$ cat config.mk
export PLATFORM = sky130hd
export DESIGN_NAME = cqa_compare_qualifier
export DESIGN_NICKNAME = d
export VERILOG_FILES = /design/src/logic/cqa_pkg.sv /design/src/logic/cqa_compare_qualifier.sv
export SDC_FILE = /design/constraint.sdc
export NUM_CORES = 1
export LEC_CHECK = 0
export ABC_AREA = 0
export BUFFER_PORTS_ARGS = -buffer_cell sky130_fd_sc_hd__clkbuf_2
export CAP_MARGIN = 20
export CORE_MARGIN = 1
export CORE_UTILIZATION = 54
export CTS_BUF_LIST = sky130_fd_sc_hd__clkbuf_8
export DETAILED_ROUTE_END_ITERATION = 10
export GPL_TIMING_DRIVEN = 1
export PLACE_DENSITY = 0.82
export REMOVE_ABC_BUFFERS = 1
export SKIP_CTS_REPAIR_TIMING = 1
export SLEW_MARGIN = 20
export SYNTH_ARGS = -nofsm -noshare
export SYNTH_HDL_FRONTEND = slang
export SYNTH_SLANG_ARGS = --single-unit
$ cat constraint.sdc
create_clock -name clk_sys_in -period 3.29 [get_ports clk_sys_in]
set_input_delay 0.658 -clock clk_sys_in [delete_from_list [all_inputs] [get_ports clk_sys_in]]
set_output_delay 0.658 -clock clk_sys_in [all_outputs]
set_load 0.05 [all_outputs]
$ cat src/logic/cqa_pkg.sv
// shared constants and types of the compare and action-qualifier block
package cqa_pkg;
	localparam int unsigned CNT_W = 16;          // counter and register width
	// register indices; byte address is four times the index
	localparam logic [7:0] IDX_CMP_CTL  = 8'h07;
	localparam logic [7:0] IDX_CMP_A    = 8'h09;
	localparam logic [7:0] IDX_CMP_B    = 8'h0a;
	localparam logic [7:0] IDX_ACT_A    = 8'h0b;
	localparam logic [7:0] IDX_ACT_B    = 8'h0c;
	localparam logic [7:0] IDX_ONESHOT  = 8'h0d;
	localparam logic [7:0] IDX_CONT     = 8'h0e;
	localparam logic [7:0] IDX_STATUS   = 8'h0f;
	// compare_control fields
	localparam int unsigned CC_LOAD_A_LSB = 0;
	localparam int unsigned CC_LOAD_B_LSB = 2;
	localparam int unsigned CC_SHDW_A_BIT = 4;
	localparam int unsigned CC_SHDW_B_BIT = 6;
	localparam logic [15:0] CC_RESET     = 16'h0000;
	// oneshot_force fields
	localparam int unsigned OS_ACT_A_LSB = 0;
	localparam int unsigned OS_GO_A_BIT  = 2;
	localparam int unsigned OS_ACT_B_LSB = 3;
	localparam int unsigned OS_GO_B_BIT  = 5;
	localparam int unsigned OS_RLD_LSB   = 6;
	localparam logic [15:0] OS_RESET     = 16'h0000;
	// continuous_force fields
	localparam int unsigned CS_A_LSB     = 0;
	localparam int unsigned CS_B_LSB     = 2;
	localparam logic [15:0] CS_RESET     = 16'h0000;
	localparam logic [15:0] ACT_RESET    = 16'h0000;
	localparam logic [15:0] CMP_RESET    = 16'h0000;

	typedef enum logic [1:0] {
		ACT_NONE   = 2'b00,
		ACT_CLEAR  = 2'b01,
		ACT_SET    = 2'b10,
		ACT_TOGGLE = 2'b11
	} cqa_action_e;

	typedef enum logic [1:0] {
		MODE_UP     = 2'b00,
		MODE_DOWN   = 2'b01,
		MODE_UPDOWN = 2'b10,
		MODE_FROZEN = 2'b11
	} cqa_count_mode_e;

	// shadow load point, also used for the continuous force reload
	typedef enum logic [1:0] {
		LOAD_ZERO = 2'b00,
		LOAD_PRD  = 2'b01,
		LOAD_BOTH = 2'b10,
		LOAD_NOW  = 2'b11
	} cqa_load_e;

	typedef enum logic [1:0] {
		CS_OFF   = 2'b00,
		CS_LOW   = 2'b01,
		CS_HIGH  = 2'b10,
		CS_OFF2  = 2'b11
	} cqa_cont_e;

	typedef struct packed {
		logic [3:0]  rsvd;
		cqa_action_e cbd;
		cqa_action_e cbu;
		cqa_action_e cad;
		cqa_action_e cau;
		cqa_action_e prd;
		cqa_action_e zro;
	} cqa_act_ctl_s;

	typedef struct packed {
		logic zero;
		logic period;
		logic cmp_a;
		logic cmp_b;
	} cqa_events_s;
endpackage

$ cat src/logic/cqa_compare_qualifier.sv
// compare events, shadowed compare values and action qualifier for two outputs
`timescale 1ns/10ps
module cqa_compare_qualifier #(
	parameter int unsigned CNT_W = cqa_pkg::CNT_W
) (
	input  wire logic              clk_sys_in,
	input  wire logic              rst_n_in,
	input  wire logic              hsel_in,
	input  wire logic [31:0]       haddr_in,
	input  wire logic [1:0]        htrans_in,
	input  wire logic              hwrite_in,
	input  wire logic [2:0]        hsize_in,
	input  wire logic [31:0]       hwdata_in,
	input  wire logic              hready_in,
	output logic      [31:0]       hrdata_out,
	output logic                   hreadyout_out,
	output logic                   hresp_out,
	input  wire logic              tb_tick_in,
	input  wire logic [CNT_W-1:0]  timebase_count_in,
	input  wire logic [CNT_W-1:0]  period_value_in,
	input  wire logic [1:0]        count_mode_in,
	input  wire logic              count_dir_up_in,
	output logic                   pwm_out_a_out,
	output logic                   pwm_out_b_out,
	output logic                   zero_match_event_out,
	output logic                   period_match_event_out,
	output logic                   compare_a_match_event_out,
	output logic                   compare_b_match_event_out
);
	localparam int unsigned PADW = 32 - CNT_W;

	// pick an action only if its event fired and it is enabled
	function automatic cqa_pkg::cqa_action_e pick(
		input cqa_pkg::cqa_action_e cur,
		input logic                 ev,
		input cqa_pkg::cqa_action_e a
	);
		pick = (ev && a != cqa_pkg::ACT_NONE) ? a : cur;
	endfunction

	// events applied lowest priority first, later ones override
	function automatic cqa_pkg::cqa_action_e resolve(
		input cqa_pkg::cqa_act_ctl_s c,
		input cqa_pkg::cqa_events_s  e,
		input logic [1:0]            mode,
		input logic                  up
	);
		cqa_pkg::cqa_action_e r;
		r = cqa_pkg::ACT_NONE;
		case (mode)
			cqa_pkg::MODE_UP: begin
				r = pick(r, e.zero, c.zro);
				r = pick(r, e.cmp_a, c.cau);
				r = pick(r, e.cmp_b, c.cbu);
				r = pick(r, e.period, c.prd);
			end
			cqa_pkg::MODE_DOWN: begin
				r = pick(r, e.period, c.prd);
				r = pick(r, e.cmp_a, c.cad);
				r = pick(r, e.cmp_b, c.cbd);
				r = pick(r, e.zero, c.zro);
			end
			default: begin
				if (up) begin
					r = pick(r, e.period, c.prd);
					r = pick(r, e.zero, c.zro);
					r = pick(r, e.cmp_a, c.cau);
					r = pick(r, e.cmp_b, c.cbu);
				end else begin
					r = pick(r, e.zero, c.zro);
					r = pick(r, e.period, c.prd);
					r = pick(r, e.cmp_a, c.cad);
					r = pick(r, e.cmp_b, c.cbd);
				end
			end
		endcase
		resolve = r;
	endfunction

	function automatic logic apply(
		input logic                 lvl,
		input cqa_pkg::cqa_action_e a
	);
		case (a)
			cqa_pkg::ACT_CLEAR:  apply = 1'b0;
			cqa_pkg::ACT_SET:    apply = 1'b1;
			cqa_pkg::ACT_TOGGLE: apply = ~lvl;
			default:             apply = lvl;
		endcase
	endfunction

	// bus slave state
	logic [31:0]       hrdata_reg;
	logic              hready_reg;
	logic              wr_pend_reg;
	logic [7:0]        wr_idx_reg;
	// block registers
	logic [15:0]       cmp_ctl_reg;
	logic [15:0]       act_ctl_reg [2];
	logic [15:0]       os_reg;
	logic [15:0]       cs_shd_reg;
	logic [15:0]       cs_act_reg;
	logic [CNT_W-1:0]  cmp_act_reg [2];
	logic [CNT_W-1:0]  cmp_shd_reg [2];
	logic [1:0]        os_pend_reg;
	logic [1:0]        pwm_reg;
	logic [3:0]        evt_reg;

	// address phase decode and write strobes
	wire               addr_ok   = hsel_in && htrans_in[1] && hready_in;
	wire  [7:0]        rd_idx    = haddr_in[9:2];
	wire               idx_hi_ok = (haddr_in[31:10] == 22'h000000);
	wire               wr_ok     = wr_pend_reg;
	wire  [15:0]       wdat      = hwdata_in[15:0];
	wire               wr_cc     = wr_ok && wr_idx_reg == cqa_pkg::IDX_CMP_CTL;
	wire               wr_os     = wr_ok && wr_idx_reg == cqa_pkg::IDX_ONESHOT;
	wire               wr_cs     = wr_ok && wr_idx_reg == cqa_pkg::IDX_CONT;
	wire  [1:0]        wr_cmp;
	wire  [1:0]        wr_act;
	wire  [1:0]        shdw_off;
	wire  [1:0]        ld_sel    [2];
	assign wr_cmp[0] = wr_ok && wr_idx_reg == cqa_pkg::IDX_CMP_A;
	assign wr_cmp[1] = wr_ok && wr_idx_reg == cqa_pkg::IDX_CMP_B;
	assign wr_act[0] = wr_ok && wr_idx_reg == cqa_pkg::IDX_ACT_A;
	assign wr_act[1] = wr_ok && wr_idx_reg == cqa_pkg::IDX_ACT_B;
	assign shdw_off[0] = cmp_ctl_reg[cqa_pkg::CC_SHDW_A_BIT];
	assign shdw_off[1] = cmp_ctl_reg[cqa_pkg::CC_SHDW_B_BIT];
	assign ld_sel[0] = cmp_ctl_reg[cqa_pkg::CC_LOAD_A_LSB +: 2];
	assign ld_sel[1] = cmp_ctl_reg[cqa_pkg::CC_LOAD_B_LSB +: 2];

	// compare reads follow the same copy that writes reach
	wire  [CNT_W-1:0]  cmp_view_a = shdw_off[0] ? cmp_act_reg[0]
	                                            : cmp_shd_reg[0];
	wire  [CNT_W-1:0]  cmp_view_b = shdw_off[1] ? cmp_act_reg[1]
	                                            : cmp_shd_reg[1];
	// one-shot go bits are write-only and read as zero
	wire  [15:0]       os_view = os_reg & ~(16'h0001 << cqa_pkg::OS_GO_A_BIT)
	                                    & ~(16'h0001 << cqa_pkg::OS_GO_B_BIT);
	logic [31:0]       rd_mux;
	always_comb begin
		rd_mux = 32'h00000000;
		if (idx_hi_ok) begin
			case (rd_idx)
				cqa_pkg::IDX_CMP_CTL: rd_mux = {16'h0000, cmp_ctl_reg};
				cqa_pkg::IDX_CMP_A:   rd_mux = {{PADW{1'b0}}, cmp_view_a};
				cqa_pkg::IDX_CMP_B:   rd_mux = {{PADW{1'b0}}, cmp_view_b};
				cqa_pkg::IDX_ACT_A:   rd_mux = {16'h0000, act_ctl_reg[0]};
				cqa_pkg::IDX_ACT_B:   rd_mux = {16'h0000, act_ctl_reg[1]};
				cqa_pkg::IDX_ONESHOT: rd_mux = {16'h0000, os_view};
				cqa_pkg::IDX_CONT:    rd_mux = {16'h0000, cs_shd_reg};
				cqa_pkg::IDX_STATUS:  rd_mux = {28'h0000000, os_pend_reg,
				                                pwm_reg};
				default:              rd_mux = 32'h00000000;
			endcase
		end
	end

	// ahb-lite slave: zero wait states, read data captured in address phase
	always_ff @(posedge clk_sys_in or negedge rst_n_in) begin
		if (!rst_n_in) begin
			hrdata_reg  <= 32'h00000000;
			hready_reg  <= 1'b0;
			wr_pend_reg <= 1'b0;
			wr_idx_reg  <= 8'h00;
		end else begin
			hready_reg  <= 1'b1;
			wr_pend_reg <= addr_ok && hwrite_in && idx_hi_ok;
			wr_idx_reg  <= rd_idx;
			if (addr_ok && !hwrite_in) begin
				hrdata_reg <= rd_mux;
			end
		end
	end

	// event detection; frozen counter stays silent since it would repeat
	wire               run     = tb_tick_in &&
	                             count_mode_in != cqa_pkg::MODE_FROZEN;
	wire               dir_up  = (count_mode_in == cqa_pkg::MODE_UP) ||
	                             (count_mode_in == cqa_pkg::MODE_UPDOWN &&
	                              count_dir_up_in);
	cqa_pkg::cqa_events_s ev;
	assign ev.zero   = run && timebase_count_in == '0;
	assign ev.period = run && timebase_count_in == period_value_in;
	// only active copies are compared; a count that never reaches the value
	// above the period gives no event, and a skipped count after a sync
	// jump is simply missed
	// up mode: a value above the period is gated, not left to the counter
	wire  [1:0]        cmp_ok;
	assign cmp_ok[0] = count_mode_in != cqa_pkg::MODE_UP ||
	                   cmp_act_reg[0] <= period_value_in;
	assign cmp_ok[1] = count_mode_in != cqa_pkg::MODE_UP ||
	                   cmp_act_reg[1] <= period_value_in;
	// equality: one event per pass, two in up-down unless at an end point
	assign ev.cmp_a  = run && cmp_ok[0] &&
	                   timebase_count_in == cmp_act_reg[0];
	assign ev.cmp_b  = run && cmp_ok[1] &&
	                   timebase_count_in == cmp_act_reg[1];

	// continuous force active-copy reload point
	wire  [1:0]        cs_rld = os_reg[cqa_pkg::OS_RLD_LSB +: 2];
	wire               cs_load = (cs_rld == cqa_pkg::LOAD_NOW) ||
	                             (ev.zero && cs_rld != cqa_pkg::LOAD_PRD) ||
	                             (ev.period && cs_rld != cqa_pkg::LOAD_ZERO);

	// shared control registers
	always_ff @(posedge clk_sys_in or negedge rst_n_in) begin
		if (!rst_n_in) begin
			cmp_ctl_reg <= cqa_pkg::CC_RESET;
			os_reg      <= cqa_pkg::OS_RESET;
			cs_shd_reg  <= cqa_pkg::CS_RESET;
			cs_act_reg  <= cqa_pkg::CS_RESET;
			evt_reg     <= 4'h0;
		end else begin
			if (wr_cc) begin
				cmp_ctl_reg <= wdat;
			end
			if (wr_os) begin
				os_reg <= wdat;
			end
			if (wr_cs) begin
				cs_shd_reg <= wdat;
			end
			if (cs_load) begin
				cs_act_reg <= cs_shd_reg;
			end
			// events go out even when their action is none
			evt_reg <= {ev.cmp_b, ev.cmp_a, ev.period, ev.zero};
		end
	end

	// per-channel compare, shadow, qualifier and output
	genvar ch;
	generate
		for (ch = 0; ch < 2; ch++) begin : g_chan
			cqa_pkg::cqa_action_e aq_act;
			cqa_pkg::cqa_action_e os_act;
			cqa_pkg::cqa_cont_e   cs_sel;
			logic                 os_go;
			logic                 shd_load;
			logic                 lvl_next;
			logic                 cs_on;
			// each output resolves its own configured set of events
			assign aq_act = resolve(act_ctl_reg[ch], ev, count_mode_in,
			                        dir_up);
			assign os_act = cqa_pkg::cqa_action_e'(ch == 0
			              ? os_reg[cqa_pkg::OS_ACT_A_LSB +: 2]
			              : os_reg[cqa_pkg::OS_ACT_B_LSB +: 2]);
			assign os_go  = wr_os && (ch == 0 ? wdat[cqa_pkg::OS_GO_A_BIT]
			                                  : wdat[cqa_pkg::OS_GO_B_BIT]);
			assign cs_sel = cqa_pkg::cqa_cont_e'(ch == 0
			              ? cs_act_reg[cqa_pkg::CS_A_LSB +: 2]
			              : cs_act_reg[cqa_pkg::CS_B_LSB +: 2]);
			assign cs_on  = cs_sel == cqa_pkg::CS_LOW ||
			                cs_sel == cqa_pkg::CS_HIGH;
			assign shd_load = !shdw_off[ch] && ld_sel[ch] != cqa_pkg::LOAD_NOW &&
			                  ((ev.zero && ld_sel[ch] != cqa_pkg::LOAD_PRD) ||
			                   (ev.period &&
			                    ld_sel[ch] != cqa_pkg::LOAD_ZERO));
			// force beats one-shot beats qualified event
			always_comb begin
				if (cs_on) begin
					lvl_next = (cs_sel == cqa_pkg::CS_HIGH);
				end else if (os_pend_reg[ch]) begin
					lvl_next = apply(pwm_reg[ch], os_act);
				end else begin
					lvl_next = apply(pwm_reg[ch], aq_act);
				end
			end

			// compare copies; a write and a load in one cycle: load takes the
			// old shadow, the new word waits for the next load point
			always_ff @(posedge clk_sys_in or negedge rst_n_in) begin
				if (!rst_n_in) begin
					cmp_act_reg[ch] <= cqa_pkg::CMP_RESET[CNT_W-1:0];
					cmp_shd_reg[ch] <= cqa_pkg::CMP_RESET[CNT_W-1:0];
				end else begin
					if (wr_cmp[ch] && !shdw_off[ch]) begin
						cmp_shd_reg[ch] <= wdat[CNT_W-1:0];
					end
					if (wr_cmp[ch] && shdw_off[ch]) begin
						cmp_act_reg[ch] <= wdat[CNT_W-1:0];
					end else if (shd_load) begin
						cmp_act_reg[ch] <= cmp_shd_reg[ch];
					end
				end
			end

			// action control, one-shot request and output level
			always_ff @(posedge clk_sys_in or negedge rst_n_in) begin
				if (!rst_n_in) begin
					act_ctl_reg[ch] <= cqa_pkg::ACT_RESET;
					os_pend_reg[ch] <= 1'b0;
					pwm_reg[ch]     <= 1'b0;
				end else begin
					if (wr_act[ch]) begin
						act_ctl_reg[ch] <= wdat;
					end
					// a new request in the serving cycle is kept, not lost
					os_pend_reg[ch] <= os_go;
					pwm_reg[ch]     <= lvl_next;
				end
			end
		end
	endgenerate

	// outputs straight from flip-flops, except hresp_out tied to zero
	assign hrdata_out                = hrdata_reg;
	assign hreadyout_out             = hready_reg;
	assign hresp_out                 = 1'b0;
	assign pwm_out_a_out             = pwm_reg[0];
	assign pwm_out_b_out             = pwm_reg[1];
	assign zero_match_event_out      = evt_reg[0];
	assign period_match_event_out    = evt_reg[1];
	assign compare_a_match_event_out = evt_reg[2];
	assign compare_b_match_event_out = evt_reg[3];
endmodule // cqa_compare_qualifier

==> run metrics, run 1 <==
# rows 51; CTS H-tree depth 4; Seq cells post-synth 180; first-pass iteration count of the detailed router 6; relative slew slack 26.0%; Non-Filler Instances 1,568; RSZ-0062 raised after global routing true; Tightest Pin Transition 1.11 ns; Final nets 1,440; WL/cell 23.0 um; Worst-path clk slew 0.11 ns; Slew Viols, Final 0; Gate Count Post-Synth 1,034; VDD IR max 0.000273 V; layout cells sized above 1 36.5%; CP arrival 4.20 ns; CTS tree done; clock root cell clkbuf_8; CTS Buffer Depth 2; placed cell areas 12,700 um2; Seq pwr share 52.8%; Async S/R FF share, synth 100%; Seq/Total Area, Yosys 42.1%; max incr delay on CP 0.51 ns; Leak 6.42 nW; pin count of the biggest net entering global routing 67; combinational share of power 12.4%; worst path bufs/invs 2; critical path's most frequent cell a21oi_1; Core Util, Final 68.4%; CP max-delay cell or3b_2; 1st-iter DRT viols 928; # clock sinks 180; vias in the first global route 9,449; Die H 143 um; FMAX 263 MHz; Setup violations, final 2; crit-path max FO 6; CP Launch Type flip-flop; multi-input logic area 6000 um2; hpwl dp 27,000 um; Register Area 4510 um2; CTS buffer count 17; Synth top cells by count 180 x dfrtp_1, 112 x mux2_2, 78 x nand2_1; Area contributors post-synth dfrtp_1 42%, mux2_2 12%, ha_1 4.7%, mux2i_1 3.6%, nand2_1 2.7%; PortBufs 110; placed cells 1,534; final setup margin -0.518 ns; crit-path cells ha_1 -> nand4_1 -> buf_4 -> nor2_1 -> a21o_1 -> o31a_4 -> buf_4 -> or3b_2 -> a311oi_2 -> nor3_1 -> a211o_1 -> ha_1 -> nor2_1 -> a21oi_1 -> a21oi_1 -> nor2_1 -> a21oi_1 -> a21oi_1; initial antenna violation count 0; core box area 19,500 um2; Net Switching 1.25 mW; Crit path max-delay family compound AO/OA/AOI/OAI gates; DRC viols 0; antenna viol nets, final 0; hold crit path type input port to async pin; dpl ws -1.05 ns; Via-to-Cell Ratio 6.27; crit share post-route 116%; IO Pins 150; Congestion Overflow GR 0; syn avg cell area 10.3 um2; number of inserted diodes 0; status complete, but fails checks; Warnings, synthesis 0; Mapped Area 10,700 um2; final non-filler cell area 13,300 um2; Area Overhead vs Synth 24.5%; Critical Path End Type flip-flop; final wirelength 36,000 um; Setup Crit Path Kind flip-flop to flip-flop; Pint 3.11 mW; Max Cap Viol 0; top-count cell post-synth dfrtp_1; Vias 9,831; Die Wd 143 um; fin crit period 3.81 ns; violated checks negative setup slack; routability cong. 0.983; GRT Util Overall 35.8%; Clk pwr share 34.8%; share of the synthesized area in the top cell type 42.1%; post-synth top area cell dfrtp_1; count of flip-flops with a built-in enable after synthesis 0; Worst-Skew Late Latency 0.49 ns; global-route wire length before repair 53,800 um; Layout fillers 1,439; Initial Util 54.9%; data required time of the worst path 3.68 ns; clock skew 0.0179 ns; Yosys cell types 78; final hold violation count 0; Pwr Density 328 nW/um2; Synth Flop Type dfrtp_1; Switching Share 28.6%; setup TNS -0.888 ns; die area 20,400 um2
## worst paths after layout
path | start | end | slack [ns] | depth (start not counted)
worst max-delay path | cmp_act_reg[29]$_DFFE_PN0P_ | pwm_out_b_out$_DFFE_PN0P_ | -0.52 | 18
min in group clk_sys_in | haddr_in[9] | wr_idx_reg[7]$_DFF_PN0_ | 0.28 | 1
max in group asynchronous | rst_n_in | cmp_act_reg[13]$_DFFE_PN0P_ | 2.33 | 2
worst max register to register | cmp_act_reg[29]$_DFFE_PN0P_ | pwm_out_b_out$_DFFE_PN0P_ | -0.52 | 18
worst min register to register | cmp_ctl_reg[7]$_DFFE_PN0P_ | cmp_ctl_reg[7]$_DFFE_PN0P_ | 0.52 | 1
worst min-delay path | rst_n_in | cmp_act_reg[16]$_DFFE_PN0P_ | 0.16 | 1
## cell usage in the layout (no fill, tap or decap), drive strengths merged, types with 26 or more instances in the layout
cell type,Yosys,final
dfrtp,180,180
mux2,112,112
nand2,78,78
o21ai,28,28
clkbuf,38,126
buf,24,174
xnor2,26,26
mux2i,38,38
nand3,28,28
a21oi,43,43
nor2,47,47
ha,40,40
inv,47,56
## logic make-up after synthesis
| kind of cell | after synthesis | synth area share (%) |
|---|---|---|
| AND/OR/NAND/NOR | 288 | 14.5 |
| AO/OA/AOI/OAI | 216 | 14.7 |
| flip-flops | 180 | 42.1 |
| multiplexers | 150 | 15.4 |
| buffers and inverters | 109 | 4.59 |
| XOR/XNOR | 49 | 4.01 |
| adder cells (fa/ha/maj) | 40 | 4.68 |
| other | 2 | 0.0702 |
## metal layers
metal / GRT usage [%] / up-vias / wire (um)
li1: - / 4311 / -
met2: 57.2 / 616 / 16700
met4: 15.3 / 0 / 1420
met5: 0 / - / 0
met1: 47.5 / 4798 / 14400
met3: 7.14 / 106 / 3480
## power groups by stage
stage	sequential (mW)	clock [mW]	combinational, mW
global route	2.31	1.61	0.583
finish	2.30	1.52	0.542
CTS	2.30	1.54	0.515
floorplan	2.33	0	0.227
detailed placement	2.34	0	0.511
global placement	2.34	0	0.503
## worst reg2reg max path, stage by stage (launching register included)
cell and delay [ns]:
dfrtp_1 0.43, ha_1 0.31, nand4_1 0.16, buf_4 0.14, nor2_1 0.04, a21o_1 0.20, o31a_4 0.42, buf_4 0.18
or3b_2 0.51, a311oi_2 0.24, nor3_1 0.10, a211o_1 0.24, ha_1 0.22, nor2_1 0.10, a21oi_1 0.07, a21oi_1 0.12
nor2_1 0.06, a21oi_1 0.11, a21oi_1 0.07
## stage by stage
step | hold WS, ns | power (mW)
2_1_floorplan | 0.362 | 2.56
3_5_place_dp | 0.493 | 2.85
6_report | 0.156 | 4.36
4_1_cts | 0.159 | 4.36
5_1_grt | 0.202 | 4.50
3_3_place_gp | 0.486 | 2.84
## layout make-up
type | count | share of cell area, %
flip-flops and latches | 180 | 33.9
clock buffers | 17 | 1.76
clock inverters | 15 | 1.21
multi-input cells | 761 | 45.1
repair buffers | 283 | 14.2
inverters | 47 | 1.33
well taps | 265 | 2.49
No activity file was read; power rests on OpenSTA's default activity.
==> run 2: changes to the inputs <==
- CORE_UTILIZATION: 54 -> 35
- PLACE_DENSITY: 0.82 -> 0.56
- clock period: 3.29 -> 3.76 ns (I/O delays scaled with it)
==> run 2 against run 1 <==
Net effect:
- the flow still finishes with violations (negative setup slack)
- sequential share of layout area decreased by 0.30 points
- non-clock buffer count decreased by 4
- global-route usage decreased by 12 points
- register-to-register slack improved by 0.42 ns
- clock power decreased by 7%
- flip-flop and latch count unchanged
- critical path type is now input port to flip-flop
- largest power group unchanged
==> run metrics, run 2 (synthesized netlist as in run 1, its figures left out) <==
status complete, but fails checks; violated checks negative setup slack; CTS buffer count 17; GRT Util Overall 24.1%; initial antenna violation count 0; routability cong. 0.964; Die Wd 177 um; CTS tree done; first-pass iteration count of the detailed router 6; Seq pwr share 51.6%; Slew Viols, Final 0; crit share post-route 103%; CP Launch Point period_value_in[13]; antenna viol nets, final 0; Leak 6.41 nW; clock root cell clkbuf_8; CP arrival 4.24 ns; VDD IR max 0.000331 V; # rows 63; final setup margin -0.103 ns; Worst-Skew Late Latency 0.48 ns; Net Switching 1.20 mW; CTS H-tree depth 4; Clk pwr share 36.4%; Worst-path clk slew 0.11 ns; setup TNS -0.148 ns; CP Launch Type input port; dpl ws -0.877 ns; Worst Reg-to-Reg Cells 16; Max Cap Viol 0; DRC viols 0; data required time of the worst path 4.14 ns; crit-path max FO 6; PortBufs 110; hold crit path type input port to async pin; Area Overhead vs Synth 25.5%; die area 31,200 um2; Critical Path End Type flip-flop; # clock sinks 180; final hold violation count 0; pin count of the biggest net entering global routing 95; global-route wire length before repair 56,000 um; placed cells 1,654; RSZ-0062 raised after global routing true; Pwr Density 291 nW/um2; IO Pins 150; WL/cell 21.8 um; 1st-iter DRT viols 709; clock skew 0.0173 ns; layout cells sized above 1 35.9%; Pint 2.71 mW; FMAX 259 MHz; Non-Filler Instances 1,690; Tightest Pin Transition 1.06 ns; Setup Crit Path Kind input port to flip-flop; reg2reg start cmp_act_reg[29]$_DFFE_PN0P_; combinational share of power 12.0%; Die H 177 um; Vias 9,398; core box area 29,900 um2; fin crit period 3.86 ns; Setup violations, final 2; Core Util, Final 44.9%; commonest non-fill, non-tap cells in the layout 180 x dfrtp_1, 165 x buf_4, 112 x mux2_2; final wirelength 36,900 um; most common cell after layout, fill and taps aside dfrtp_1; Initial Util 35.8%; CTS Buffer Depth 2; Final nets 1,436; vias in the first global route 9,264; Congestion Overflow GR 0; Via-to-Cell Ratio 5.56; relative slew slack 29.2%; hpwl dp 28,400 um; Switching Share 30.6%; r2r setup slk -0.10 ns
run 2: changes by cell type in the layout (fill, tap and decap cells not counted), sizes merged:
cell	delta
clkinvlp	-2
clkbuf	+1
bufinv	-1
clkinv	+2
buf	-4
diode	+1
run 2: worst paths after layout:
kind	to
worst max-delay path	pwm_out_a_out$_DFFE_PN0P_
worst min-delay path	cmp_act_reg[18]$_DFFE_PN0P_
worst max register to register	pwm_out_a_out$_DFFE_PN0P_
worst min register to register	hrdata_out[1]$_DFFE_PN0P_
max in group asynchronous	cs_shd_reg[3]$_DFFE_PN0P_
min in group clk_sys_in	wr_idx_reg[4]$_DFF_PN0_
run 2: per-layer routing:
metal | up-vias | GRT usage, % | wire length [um]
li1 | 4302 | - | -
met1 | 4769 | 32.7 | 16600
met2 | 275 | 39.5 | 17800
met3 | 52 | 3.26 | 1630
met4 | 0 | 7.51 | 795
met5 | - | 0 | 0
run 2: power by group through the flow:
stage	clock (mW)	combinational (mW)	sequential (mW)
finish	1.42	0.469	2.02
detailed placement	0	0.457	2.05
global placement	0	0.453	2.05
CTS	1.45	0.459	2.01
floorplan	0	0.199	2.04
global route	1.52	0.511	2.02
run 2: worst max-delay path, stage by stage:
cell and delay [ns]:
clkbuf_2 0.09, inv_1 0.05, ha_1 0.31, nand4_1 0.17, buf_4 0.14, nor2_1 0.04
a21o_1 0.22, o31a_4 0.42, buf_4 0.16, o311a_1 0.32, o311ai_1 0.28, nand3_1 0.14
and3_1 0.20, ha_1 0.32, o32ai_2 0.30, a211oi_1 0.10, a21oi_1 0.13, a21oi_1 0.08
run 2: metrics by stage:
stage               power [mW]  cell area, um2  hold WS (ns)
global route              4.05           13400         0.362
floorplan                 2.24           10400         0.456
global placement          2.50           12800         0.486
CTS                       3.92           13200         0.365
detailed placement        2.51           12800         0.490
finish                    3.91           13400         0.321
run 2: area by class of cell:
class	instances	area (um2)
repair buffers	279	1850
clock inverters	14	188
inverters	47	176
well taps	390	488
flip-flops and latches	180	4500
multi-input cells	761	5960
clock buffers	18	248
diodes	1	2.50
fillers	2869	16500
==> run 3: changes to the inputs <==
- CORE_MARGIN: 1 -> 2
==> run 3 against run 2 <==
Net effect:
- final cell count down 0.12%
- global-route usage down 0.67 points
- utilization up 0.41 points
- the run still ends with negative setup slack left
- sequential share of layout area down 0.28 points
- first-iteration DRC count down 0.14%
- flip-flop and latch count unchanged
- count of clock-buffer cells in the layout down 1
- largest cell class unchanged
- register-to-register slack better by 0.07 ns
- setup slack better by 0.050 ns
==> run metrics, run 3 (synthesized netlist as in run 1, its figures left out) <==
hpwl dp 27,900 um; final setup margin -0.0526 ns; violated checks negative setup slack; CTS tree done; Tightest Pin Transition 1.14 ns; VDD IR max 0.000230 V; CP Launch Type input port; hold crit path type input port to async pin; routability cong. 0.941; Worst-Skew Late Latency 0.48 ns; crit share post-route 101%; dpl ws -0.790 ns; Vias 9,254; data required time of the worst path 4.13 ns; Final nets 1,434; Core Util, Final 45.3%; hold slack 0.307 ns; final hold violation count 0; Leak 6.41 nW; antenna viol nets, final 0; max layer used met4; most common cell after layout, fill and taps aside dfrtp_1; vias in the first global route 8,997; setup TNS -0.0526 ns; first-pass iteration count of the detailed router 5; Worst-path clk slew 0.11 ns; relative slew slack 23.6%; status complete, but fails checks; FMAX 262 MHz; met2 WL post-DR 17,200 um; global-route wire length before repair 55,300 um; CTS Buffer Depth 2; die area 32,000 um2; DRC viols 0; pin count of the biggest net entering global routing 85; core box area 29,900 um2; clock skew 0.0211 ns; final wirelength 36,500 um; Die Wd 179 um; RSZ-0062 raised after global routing true; WL/cell 21.6 um; Slew Viols, Final 0; CP arrival 4.18 ns; Critical Path End Type flip-flop; WL met1 16,200 um; IO Pins 150; Max Cap Viol 0; routed wl met3 1890 um; Layout fillers 2,838; GRT Util Overall 23.4%; CTS buffer count 17; PortBufs 110; layout cells sized above 1 36.2%; crit-path max FO 5; commonest non-fill, non-tap cells in the layout 177 x dfrtp_1, 157 x buf_4, 112 x mux2_2; Initial Util 35.8%; Congestion Overflow GR 0; Die H 179 um; Setup Crit Path Kind input port to flip-flop; Via-to-Cell Ratio 5.48; # clock sinks 180; Setup violations, final 1; Pwr Density 290 nW/um2; Area Overhead vs Synth 26.7%; CTS H-tree depth 4; fin crit period 3.81 ns; 1st-iter DRT viols 708; # rows 63; initial antenna violation count 0; clock root cell clkbuf_8
==> run 3: cell count changes in the layout (fill, tap and decap cells not counted), moves of 3 or more <==
cell     previous run  this run
buf_12              2         8
dfrtp_2             0         3
ha_1               35        32
buf_4             165       157
ha_4                5         8
dfrtp_1           180       177
==> run 3: final timing paths <==
path | start | endpoint | slack [ns] | cells after the start
max reg2reg | cmp_act_reg[25]$_DFFE_PN0P_ | pwm_out_b_out$_DFFE_PN0P_ | -0.03 | 18
max in group asynchronous | rst_n_in | cs_shd_reg[6]$_DFFE_PN0P_ | 2.70 | 2
min reg2reg | hrdata_out[3]$_DFFE_PN0P_ | hrdata_out[3]$_DFFE_PN0P_ | 0.51 | 1
max | period_value_in[15] | pwm_out_b_out$_DFFE_PN0P_ | -0.05 | 22
min | rst_n_in | cmp_shd_reg[17]$_DFFE_PN0P_ | 0.31 | 1
min in group clk_sys_in | haddr_in[8] | wr_idx_reg[6]$_DFF_PN0_ | 0.40 | 1
==> run 3: layout make-up <==
type,count,area (um2),share of cell area [%]
timing repair buffer,277,1920,14.2
sequential,180,4510,33.3
clock inverter,15,191,1.41
clock buffer,17,234,1.73
multi-input combinational,761,6030,44.5
tap,390,488,3.60
inverter,47,176,1.30
antenna,1,2.50,0.0185
==> run 3: stage by stage <==
step | std cells | power, mW | cell area (um2)
finish | 1688 | 3.93 | 13500
global route | 1687 | 4.10 | 13500
CTS | 1683 | 3.94 | 13300
detailed placement | 1651 | 2.51 | 12800
global placement | 1651 | 2.51 | 12800
floorplan | 988 | 2.24 | 10400
==> run 3: critical path: stages <==
cell and delay [ns]:
clkbuf_2 0.09, inv_1 0.08, ha_1 0.31, buf_4 0.14
a21oi_1 0.12, o21ai_0 0.12, a21oi_1 0.33, a31oi_4 0.19
buf_6 0.17, or4_4 0.51, nor2b_4 0.14, a21oi_2 0.16
a211oi_2 0.08, buf_4 0.16, ha_4 0.25, nor2_1 0.03
nor2_1 0.08, a21oi_1 0.07, a21oi_1 0.13, nor2_1 0.06
a21oi_1 0.13, a21oi_1 0.08
==> run 3: report_power, final <==
group / internal [mW] / switching (mW)
Sequential: 1.97 / 0.0415
Combinational: 0.203 / 0.277
Clock: 0.573 / 0.864
Total: 2.75 / 1.18
==> run 3: metal layers <==
| metal | GRT usage, % | vias to the layer above |
|---|---|---|
| met1 | 32.4 | 4610 |
| met5 | 0 | - |
| met4 | 8.67 | 0 |
| met3 | 3.84 | 52 |
| li1 | - | 4297 |
| met2 | 36.7 | 295 |
